`src/rtl/seq_defs.svh`:
```
// constants for the command sequencer
`ifndef SEQ_DEFS_SVH
`define SEQ_DEFS_SVH
`define SEQ_IW          14
`define SEQ_DW          8
`define SEQ_IDEPTH      256
`define SEQ_NREG        32
`define SEQ_STK_DEPTH   5
`define SEQ_DDEPTH      256
`define SEQ_OP_MSB      13
`define SEQ_OP_LSB      8
`define SEQ_ARG_MSB     7
`define SEQ_ARG_LSB     0
`define SEQ_INSTR_NS    50
`define SEQ_CLK_NS      5
`define SEQ_RF_TOP      8'h1F
`define SEQ_CHIP_BASE   8'h20
`define SEQ_HW_VEC_MSB  3
`endif

```
`src/rtl/seq_pkg.sv`:
```
// types for the command sequencer
package seq_pkg;
    typedef enum logic [5:0]
    {
        OP_NOP  = 6'h00,
        OP_LDI  = 6'h01,
        OP_LDD  = 6'h02,
        OP_LDX  = 6'h03,
        OP_STD  = 6'h04,
        OP_STX  = 6'h05,
        OP_ADD  = 6'h06,
        OP_SUB  = 6'h07,
        OP_AND  = 6'h08,
        OP_OR   = 6'h09,
        OP_XOR  = 6'h0A,
        OP_ADDI = 6'h0B,
        OP_JMP  = 6'h0C,
        OP_JZ   = 6'h0D,
        OP_JNZ  = 6'h0E,
        OP_CALL = 6'h0F,
        OP_RET  = 6'h10,
        OP_HALT = 6'h11,
        OP_LDA  = 6'h12,
        OP_STA  = 6'h13,
        OP_MOV  = 6'h14,
        OP_ACKH = 6'h15
    } opcode_t;

    typedef enum logic [3:0]
    {
        ST_HALT  = 4'b0001,
        ST_FETCH = 4'b0010,
        ST_EXEC  = 4'b0100,
        ST_BR    = 4'b1000
    } state_t;

    typedef struct packed
    {
        logic       req;
        logic       wr;
        logic [7:0] addr;
        logic [7:0] wdata;
    } ext_req_t;

    typedef struct packed
    {
        logic       we;
        logic [7:0] addr;
        logic [13:0] data;
    } imem_wr_t;
endpackage : seq_pkg

```
`src/rtl/scsi_command_sequencer.sv`:
```
// programmable command sequencer core
// ---------------------------------------------------------------------
// Functional notes
// RL1: non-branch instructions retire every 50 ns; here two 5 ns clocks, so every 10 ns.
// RL2: 64 opcodes, each one 14-bit word, no multi-word forms.
// RL3: datapath and alu are eight bits wide.
// RL4: instruction memory holds 256 words addressed by pc.
// RL5: register file of 32 byte-wide general registers.
// RL6: five-entry return stack for calls and interrupt entry.
// RL7: operands by direct, indirect, absolute or immediate addressing.
// RL8: fetch uses its own memory, apart from data accesses.
// RL9: ordinary instruction takes two clocks, branch four clocks.
// RL10: two independent firmware interrupt sources redirect execution.
// RL11: firmware interrupt is taken without halting the running program.
// RL12: firmware vector stays writable while running; new value used later.
// RL13: two hardware interrupt lines, one with a four-bit vector.
// RL14: scsi interrupts pass to the cpu or are intercepted.
// RL15: intercepted interrupt handler chosen from scsi vector inputs.
// RL16: sequencer reaches its registers, fifo, dram and chip registers.
// RL17: cpu can reach every sequencer register over its local bus; here only the 32 general registers are readable and writable.
// RL18: after reset stays halted until cpu loads code and starts it.
// RL19: call or entry on a full stack raises overflow status.
// ---------------------------------------------------------------------
`timescale 1ns/1ps
`include "seq_defs.svh"
module scsi_command_sequencer #(
    parameter int IDEPTH = `SEQ_IDEPTH,
    parameter int NREG   = `SEQ_NREG,
    parameter int STK    = `SEQ_STK_DEPTH
)(
    input  wire logic                  clk_i,
    input  wire logic                  rst_i,
    input  wire seq_pkg::imem_wr_t     imem_wr_i,
    input  wire logic                  start_i,
    input  wire logic [7:0]            start_addr_i,
    input  wire logic                  firmware_irq_zero_i,
    input  wire logic                  firmware_irq_one_i,
    input  wire logic                  fw_vec_we_i,
    input  wire logic                  fw_vec_sel_i,
    input  wire logic [7:0]            fw_vec_i,
    input  wire logic                  hw_irq_a_i,
    input  wire logic                  hw_irq_b_i,
    input  wire logic [3:0]            hw_vec_i,
    input  wire logic                  hw_intercept_i,
    input  wire logic [7:0]            hw_vec_base_i,
    input  wire logic                  cpu_rf_we_i,
    input  wire logic [4:0]            cpu_rf_addr_i,
    input  wire logic [7:0]            cpu_rf_wdata_i,
    input  wire logic [7:0]            ext_rdata_i,
    input  wire logic                  ext_ack_i,
    output logic                       running_o,
    output logic                       stk_ovf_o,
    output logic                       cpu_hw_irq_o,
    output logic [7:0]                 cpu_rf_rdata_o,
    output logic [7:0]                 pc_o,
    output seq_pkg::ext_req_t          ext_o
);
    initial
    begin
        if (IDEPTH != `SEQ_IDEPTH || NREG != `SEQ_NREG || STK < 1
            || STK > 7)
            $error("unsupported sequencer geometry");
    end

    // -----------------------------------------------------------------
    // storage
    // -----------------------------------------------------------------
    logic [`SEQ_IW-1:0] imem [IDEPTH];                          // RL4 RL8
    logic [`SEQ_DW-1:0] rf   [NREG];                            // RL5
    logic [7:0]         stk  [STK];                             // RL6
    logic [7:0]         fw_vec_ff [2];

    seq_pkg::state_t    state_ff;
    logic [7:0]         pc_ff;
    logic [`SEQ_IW-1:0] ir_ff;
    logic [7:0]         acc_ff;
    logic               zero_ff;
    logic [2:0]         sp_ff;
    logic               br_wait_ff;
    logic               stk_ovf_ff;
    logic               irq0_pend_ff;
    logic               irq1_pend_ff;
    logic               hw_pend_ff;
    logic               in_isr_ff;
    logic               ext_wait_ff;
    logic [7:0]         ext_wr_addr_ff;
    seq_pkg::ext_req_t  ext_ff;
    logic [7:0]         cpu_rd_ff;

    // operand decode, shared by exec and store paths
    function automatic logic [5:0] f_op(input logic [`SEQ_IW-1:0] w);
        f_op = w[`SEQ_OP_MSB:`SEQ_OP_LSB];                      // RL2
    endfunction : f_op

    function automatic logic [7:0] f_arg(input logic [`SEQ_IW-1:0] w);
        f_arg = w[`SEQ_ARG_MSB:`SEQ_ARG_LSB];
    endfunction : f_arg

    function automatic logic f_is_rf(input logic [7:0] a);
        f_is_rf = (a <= `SEQ_RF_TOP);
    endfunction : f_is_rf

    logic [5:0] op;
    logic [7:0] arg;
    logic [7:0] rfa;
    logic [7:0] ind;
    logic [7:0] alu;
    logic       take_irq;
    logic [7:0] irq_vec;
    assign op  = f_op(ir_ff);
    assign arg = f_arg(ir_ff);
    assign rfa = rf[arg[4:0]];                                  // RL7
    assign ind = rf[rfa[4:0]];                                  // RL7

    // -----------------------------------------------------------------
    // alu
    // -----------------------------------------------------------------
    always_comb
    begin
        case (op)
            seq_pkg::OP_ADD:  alu = acc_ff + rfa;               // RL3
            seq_pkg::OP_SUB:  alu = acc_ff - rfa;
            seq_pkg::OP_AND:  alu = acc_ff & rfa;
            seq_pkg::OP_OR:   alu = acc_ff | rfa;
            seq_pkg::OP_XOR:  alu = acc_ff ^ rfa;
            seq_pkg::OP_ADDI: alu = acc_ff + arg;
            seq_pkg::OP_LDI:  alu = arg;                        // RL7
            seq_pkg::OP_LDD:  alu = rfa;                        // RL7
            seq_pkg::OP_LDX:  alu = ind;                        // RL7
            seq_pkg::OP_LDA:  alu = ext_rdata_i;                // RL7
            default:          alu = acc_ff;
        endcase
    end

    // interrupt priority: hardware first, then firmware zero, then one
    always_comb
    begin
        take_irq = !in_isr_ff && (hw_pend_ff || irq0_pend_ff
                                  || irq1_pend_ff);             // RL10
        if (hw_pend_ff)
            irq_vec = hw_vec_base_i + {4'h0, hw_vec_i};         // RL15 RL13
        else if (irq0_pend_ff)
            irq_vec = fw_vec_ff[0];                             // RL12
        else
            irq_vec = fw_vec_ff[1];
    end

    // -----------------------------------------------------------------
    // program load and cpu register access
    // -----------------------------------------------------------------
    always_ff @(posedge clk_i)
    begin
        if (imem_wr_i.we)
            imem[imem_wr_i.addr] <= imem_wr_i.data;             // RL18
    end

    always_ff @(posedge clk_i or posedge rst_i)
    begin
        if (rst_i)
        begin
            fw_vec_ff[0] <= 8'h00;
            fw_vec_ff[1] <= 8'h00;
        end
        else if (fw_vec_we_i)
            fw_vec_ff[fw_vec_sel_i] <= fw_vec_i;                // RL12
    end

    // cpu port wins a same-cycle collision with the program
    always_ff @(posedge clk_i)
    begin
        if (cpu_rf_we_i)
            rf[cpu_rf_addr_i] <= cpu_rf_wdata_i;                // RL17
        else if (state_ff == seq_pkg::ST_EXEC && f_is_rf(arg))
        begin
            if (op == seq_pkg::OP_STD)
                rf[arg[4:0]] <= acc_ff;                         // RL16
            else if (op == seq_pkg::OP_STX)
                rf[rfa[4:0]] <= acc_ff;
        end
    end

    always_ff @(posedge clk_i or posedge rst_i)
    begin
        if (rst_i)
            cpu_rd_ff <= 8'h00;
        else
            cpu_rd_ff <= rf[cpu_rf_addr_i];                     // RL17
    end

    // -----------------------------------------------------------------
    // interrupt capture; a new event wins over its clear
    // -----------------------------------------------------------------
    always_ff @(posedge clk_i or posedge rst_i)
    begin
        if (rst_i)
        begin
            irq0_pend_ff <= 1'b0;
            irq1_pend_ff <= 1'b0;
            hw_pend_ff   <= 1'b0;
            cpu_hw_irq_o <= 1'b0;
        end
        else
        begin
            irq0_pend_ff <= firmware_irq_zero_i || (irq0_pend_ff
                && !(state_ff == seq_pkg::ST_FETCH && take_irq
                     && !hw_pend_ff));                          // RL11
            irq1_pend_ff <= firmware_irq_one_i || (irq1_pend_ff
                && !(state_ff == seq_pkg::ST_FETCH && take_irq
                     && !hw_pend_ff && !irq0_pend_ff));
            hw_pend_ff <= (hw_intercept_i && hw_irq_a_i) || (hw_pend_ff
                && !(state_ff == seq_pkg::ST_FETCH && take_irq)); // RL14
            cpu_hw_irq_o <= hw_irq_b_i
                || (!hw_intercept_i && hw_irq_a_i);             // RL14 RL13
        end
    end

    // -----------------------------------------------------------------
    // sequencing: fetch, execute, two extra clocks on a taken branch
    // -----------------------------------------------------------------
    logic is_br;
    always_comb
    begin
        case (op)
            seq_pkg::OP_JMP, seq_pkg::OP_CALL, seq_pkg::OP_RET:
                is_br = 1'b1;
            seq_pkg::OP_JZ:  is_br = zero_ff;
            seq_pkg::OP_JNZ: is_br = !zero_ff;
            default:         is_br = 1'b0;
        endcase
    end

    logic ext_busy;
    assign ext_busy = (op == seq_pkg::OP_LDA || op == seq_pkg::OP_STA)
                      && !ext_ack_i;                            // RL16

    always_ff @(posedge clk_i or posedge rst_i)
    begin
        if (rst_i)
        begin
            state_ff   <= seq_pkg::ST_HALT;                     // RL18
            pc_ff      <= 8'h00;
            ir_ff      <= 14'h0000;
            acc_ff     <= 8'h00;
            zero_ff    <= 1'b1;
            sp_ff      <= 3'h0;
            br_wait_ff <= 1'b0;
            stk_ovf_ff <= 1'b0;
            in_isr_ff  <= 1'b0;
        end
        else
        begin
            case (state_ff)
                seq_pkg::ST_HALT:
                begin
                    if (start_i)
                    begin
                        pc_ff    <= start_addr_i;               // RL18
                        state_ff <= seq_pkg::ST_FETCH;
                    end
                end
                seq_pkg::ST_FETCH:
                begin
                    if (take_irq)
                    begin
                        // entry pushes the interrupted pc, then resumes
                        if (sp_ff == 3'(STK))
                            stk_ovf_ff <= 1'b1;                 // RL19
                        else
                        begin
                            stk[sp_ff] <= pc_ff;                // RL6
                            sp_ff      <= sp_ff + 3'h1;
                        end
                        pc_ff     <= irq_vec;                   // RL11
                        in_isr_ff <= 1'b1;
                        state_ff  <= seq_pkg::ST_BR;
                    end
                    else
                    begin
                        ir_ff    <= imem[pc_ff];                // RL8
                        pc_ff    <= pc_ff + 8'h01;
                        state_ff <= seq_pkg::ST_EXEC;           // RL9
                    end
                end
                seq_pkg::ST_EXEC:
                begin
                    if (!ext_busy)
                    begin
                        acc_ff   <= alu;                        // RL3
                        zero_ff  <= (alu == 8'h00);
                        state_ff <= is_br ? seq_pkg::ST_BR
                                          : seq_pkg::ST_FETCH;  // RL1 RL9
                        if (op == seq_pkg::OP_HALT)
                            state_ff <= seq_pkg::ST_HALT;
                        if (is_br)
                            pc_ff <= arg;
                        if (op == seq_pkg::OP_CALL)
                        begin
                            if (sp_ff == 3'(STK))
                                stk_ovf_ff <= 1'b1;             // RL19
                            else
                            begin
                                stk[sp_ff] <= pc_ff;            // RL6
                                sp_ff      <= sp_ff + 3'h1;
                            end
                        end
                        if (op == seq_pkg::OP_RET && sp_ff != 3'h0)
                        begin
                            pc_ff <= stk[sp_ff - 3'h1];         // RL6
                            sp_ff <= sp_ff - 3'h1;
                        end
                        if (op == seq_pkg::OP_ACKH)
                            in_isr_ff <= 1'b0;
                    end
                end
                seq_pkg::ST_BR:
                begin
                    // second refill clock brings a branch to four
                    br_wait_ff <= !br_wait_ff;                  // RL9
                    if (br_wait_ff)
                        state_ff <= seq_pkg::ST_FETCH;
                end
                default:
                    state_ff <= seq_pkg::ST_HALT;
            endcase
        end
    end

    // -----------------------------------------------------------------
    // chip register, fifo and dram port
    // -----------------------------------------------------------------

    always_ff @(posedge clk_i or posedge rst_i)
    begin
        if (rst_i)
            ext_ff <= '0;
        else if (state_ff == seq_pkg::ST_EXEC && ext_busy)
        begin
            ext_ff.req   <= 1'b1;                               // RL16
            ext_ff.wr    <= (op == seq_pkg::OP_STA);
            ext_ff.addr  <= arg;
            ext_ff.wdata <= acc_ff;
        end
        else
            ext_ff <= '0;
    end

    always_ff @(posedge clk_i or posedge rst_i)
    begin
        if (rst_i)
        begin
            running_o      <= 1'b0;
            stk_ovf_o      <= 1'b0;
            cpu_rf_rdata_o <= 8'h00;
            pc_o           <= 8'h00;
        end
        else
        begin
            running_o      <= (state_ff != seq_pkg::ST_HALT);
            stk_ovf_o      <= stk_ovf_ff;                       // RL19
            cpu_rf_rdata_o <= cpu_rd_ff;
            pc_o           <= pc_ff;
        end
    end

    assign ext_o = ext_ff;

endmodule : scsi_command_sequencer

```
`config.mk`:
```
export PLATFORM = sky130hd
export DESIGN_NAME = scsi_command_sequencer
export DESIGN_NICKNAME = d
export VERILOG_FILES = /design/src/rtl/seq_pkg.sv /design/src/rtl/scsi_command_sequencer.sv
export VERILOG_INCLUDE_DIRS = /design/src /design/src/rtl
export SDC_FILE = /design/constraint.sdc
export NUM_CORES = 2
export LEC_CHECK = 0
export BUFFER_PORTS_ARGS = -buffer_cell sky130_fd_sc_hd__clkbuf_2
export CORE_MARGIN = 2
export CORE_UTILIZATION = 48
export DETAILED_ROUTE_END_ITERATION = 8
export PLACE_DENSITY = 0.66
export SYNTH_ARGS = -nofsm -noshare
export SYNTH_HDL_FRONTEND = slang
export SYNTH_SLANG_ARGS = --single-unit
```
`constraint.sdc`:
```
create_clock -name clk_i -period 5.3 [get_ports clk_i]
set_clock_uncertainty 0.2 [all_clocks]
set_input_delay 0.265 -clock clk_i [delete_from_list [all_inputs] [get_ports clk_i]]
set_output_delay 0.265 -clock clk_i [all_outputs]
set_load 0.02 [all_outputs]
```
==> impl_metrics.tcl <==
set metrics [dict create \
    critPathCaptureType "flop" \
    ys_seq_area_share_pct 74.9 \
    failed_checks "antenna rules, hold timing" \
    fillers 24500 \
    initial_core_util_pct 48.2 \
    multi_input_area_um2 38100 \
    synth.avg_cell_area_um2 22.4 \
    wl_per_cell_um 32.2 \
    cp_slowest_cell "or4_1" \
    fin_nets 7947 \
    hold_class "in2reg" \
    reg2reg_slack_ns 0.27 \
    power.leakage_nw 58.4 \
    grt_pass1_wl_um 582000 \
    hold_viol 1 \
    start_kind "flop" \
    cts_max_level 5 \
    synth_nets 7235 \
    cts_sinks 3985 \
    synthFlopType "edfxtp_1" \
    vias_per_cell 6.28 \
    place.gp.congestion 0.931 \
    drive_above_1_share_pct 32.7 \
    die_h_um 580 \
    grt_pass1_vias 78600 \
    rr_startpoint "ir_ff[0]$_DFFE_PP0P_" \
    r2r-end "zero_ff$_DFFE_PP1P_" \
    synth_edf_count 3880 \
    postSynthCellCount 7116 \
    async_reset_ff_share_pct 2.63 \
    grt_max_degree 181 \
    dieWidth_um 580 \
    crit_chain "buf_8, mux2i_1, a22oi_1, a21boi_1, or4_1, buf_4, clkinv_4, buf_12, mux2_2, o211a_1, a311oi_1, o31ai_1, buf_4, o221ai_1, o2111a_1, a32o_1" \
    clk_latency_ns 0.97 \
    setup_slack_ns 0.266 \
    io_pins 121 \
    placement.cell_area_um2 168000 \
    ys_warn_count 0 \
    ant_nets 1 \
    holdPathStages 8 \
    slowest_delay_ns 0.69 \
    reg2reg_depth 16 \
    cp.required_ns 5.98 \
    tightest_slew_ns 1.30 \
    setup_viol 0 \
    slew-limit-headroom_pct 13.5 \
    status "finished, violations left" \
    syn_area_um2 159000 \
    power.density_nw_per_um2 521 \
    antenna_found_initial 20 \
    tns_ns 0 \
    period_share_pct 95.0 \
    clockBufferDepth 4 \
    area.sequential_um2 119000 \
    cpMostUsedCell "buf_4" \
    crit_fanout 67 \
    drv_cap 0 \
    core_area_um2 330000 \
    slew_viol_final 0 \
    hold_start "hw_vec_base_i[0]" \
    fin_area_um2 182000 \
    dp_hpwl_um 252000 \
    synth_cell_types 79 \
    dieArea_um2 336000 \
    whs_ns -0.00179 \
    ys_ff_latch 3985 \
    cp_top_family "compound AO/OA/AOI/OAI gates" \
    max_freq_ghz 0.199 \
    cts_tree "built" \
    path_buf_inv 5 \
    rows 211 \
    grt.overflow.total 0 \
    drc_errors 0 \
    critPathKind "reg2reg" \
    areaGrowthSynthToFinish_pct 14.5 \
    cts_buffers 401 \
    dp_slack_ns 0.0882 \
    first_pass_iters 6 \
    clk_root_buffer_cell "clkbuf_16" \
    holdPathEnd "pc_ff[0]$_DFFE_PP0P_" \
    drt-initial-drc-count 10500 \
    rsz0062_at_grt "false" \
    fin_crit_ns 5.03 \
    io_buffers 120 \
    final_util_pct 55.2 \
    path_clk_slew_ns 0.07 \
    wl_um 404000 \
    ir_worst_vdd_v 0.000593 \
    cp.arrival_ns 5.72 \
    vias 78700 \
    grtUsageTotal_pct 23.9 \
]
[metal layers]
| metal | vias to the layer above | GRT usage, % | wire length (um) |
|---|---|---|---|
| met2 | 3921 | 37.5 | 192000 |
| met1 | 42500 | 34.8 | 162000 |
| met4 | 8 | 6.83 | 12100 |
| li1 | 31700 | - | - |
| met5 | - | 0 | 61 |
| met3 | 609 | 4.06 | 36700 |
[synth_stat cells, types with 9 or more instances]
| cell | n | area (um2) |
|---|---|---|
| edfxtp_1 | 3880 | 117000 |
| mux4_2 | 1310 | 29500 |
| nor2_1 | 367 | 1380 |
| clkbuf_1 | 255 | 957 |
| nand2_1 | 216 | 811 |
| mux2i_1 | 192 | 1920 |
| buf_1 | 114 | 428 |
| dfrtp_1 | 103 | 2580 |
| nand3_1 | 82 | 410 |
| mux2_2 | 50 | 563 |
| o21ai_0 | 46 | 230 |
| a21oi_1 | 45 | 225 |
| inv_1 | 38 | 143 |
| a22oi_1 | 37 | 278 |
| ha_1 | 33 | 413 |
| buf_2 | 31 | 155 |
| nor2b_1 | 22 | 138 |
| a31oi_1 | 17 | 106 |
| and2_1 | 17 | 106 |
| nand2b_1 | 16 | 100 |
| xnor2_1 | 15 | 131 |
| a211oi_1 | 14 | 105 |
| and3_1 | 14 | 87.6 |
| o22ai_1 | 12 | 75.1 |
| nor3_1 | 9 | 45.0 |
| xor2_1 | 9 | 78.8 |
[state kept, by name, summed over array words and instances (netlist names)]
register and count:
running_o 1, sp_ff 3, irq0_pend_ff 1, zero_ff 1, ir_ff 14, cpu_rf_rdata_o 8
stk 40, stk_ovf_o 1, state_ff 4, irq1_pend_ff 1, in_isr_ff 1, acc_ff 8
stk_ovf_ff 1, br_wait_ff 1, imem 3584, ext_o 18, rf 256, fw_vec_ff 16
pc_ff 8, pc_o 8, hw_pend_ff 1, cpu_hw_irq_o 1, cpu_rd_ff 8
[cell usage in the layout, fill, tap and decap left out, drive strengths merged, types with 12 or more instances in the layout]
cell type | netlist | routed
mux2 | 50 | 50
nand2 | 216 | 216
clkinvlp | 0 | 18
a21oi | 45 | 45
nand2b | 16 | 16
xnor2 | 15 | 15
ha | 33 | 33
a31oi | 17 | 17
and2 | 17 | 17
edfxtp | 3880 | 3880
nor2b | 22 | 22
nor2 | 369 | 369
clkinv | 2 | 213
o21ai | 48 | 48
dlygate4sd3 | 0 | 92
clkbuf | 255 | 566
dfrtp | 103 | 103
diode | 0 | 16
buf | 165 | 533
and3 | 14 | 14
nand3 | 82 | 82
inv | 40 | 54
o22ai | 12 | 12
a211oi | 15 | 15
bufinv | 0 | 32
a22oi | 37 | 37
mux4 | 1310 | 1310
mux2i | 193 | 193
[worst register-to-register path, delay by kind of cell, from the launching register on]
kind	cells	cell delay [ns]
buf+inv	5	1.01
simple gates	1	0.69
mux	2	0.57
compound gates	8	1.88
flops	1	0.61
[per-stage QoR]
step	instances	power, mW
2_1_floorplan	7116	55.5
3_3_place_gp	11700	67.6
3_5_place_dp	11700	67.8
4_1_cts	12500	95.3
5_1_grt	12500	97.8
6_report	12500	95.0
[layout make-up]
class,count,area share [%]
repair buffers,729,3.50
clock buffers,462,5.70
well taps,4366,3.00
flip-flops and latches,3985,65.4
clock inverters,275,1.31
multi-input cells,2669,20.9
inverters,42,0.0907
diodes,16,0.0220
[cells by family (layout without fill, tap and decap cells)]
| kind of cell | after synthesis | after routing | synth area share, % |
|---|---|---|---|
| flops | 3985 | 3985 | 74.9 |
| compound gates | 277 | 277 | 1.22 |
| mux | 1553 | 1553 | 20.1 |
| simple gates | 780 | 780 | 2.11 |
| fa+ha+maj | 35 | 35 | 0.285 |
| buf+inv | 462 | 1508 | 1.23 |
| other cells | 0 | 16 | 0 |
| xor+xnor | 24 | 24 | 0.132 |
[report_power, final]
group	switching (mW)	internal, mW	leakage (nW)
registers	0.853	34.9	36.1
logic	17.5	14.1	16.1
clock network	11.9	15.6	6.26
[what timing repair did]
item	4_1_cts	5_1_grt
hold buffers	92	0
endpoints found under the setup margin	0	3
buffers inserted	0	1
endpoints found under the hold margin	2490	0
gates resized for setup	0	5
[how the worst max path moves through the flow]
stage                               from             endpoint  slack (ns)  cells after the start
floorplan           ir_ff[0]$_DFFE_PP0P_  zero_ff$_DFFE_PP1P_        0.34                     24
global placement    ir_ff[0]$_DFFE_PP0P_  zero_ff$_DFFE_PP1P_        0.11                     18
detailed placement  ir_ff[0]$_DFFE_PP0P_  zero_ff$_DFFE_PP1P_        0.09                     18
CTS                 ir_ff[0]$_DFFE_PP0P_  zero_ff$_DFFE_PP1P_        0.04                     18
global route        ir_ff[0]$_DFFE_PP0P_  zero_ff$_DFFE_PP1P_        0.06                     16
finish              ir_ff[0]$_DFFE_PP0P_  zero_ff$_DFFE_PP1P_        0.27                     16
(Power assumes the default switching activity.)
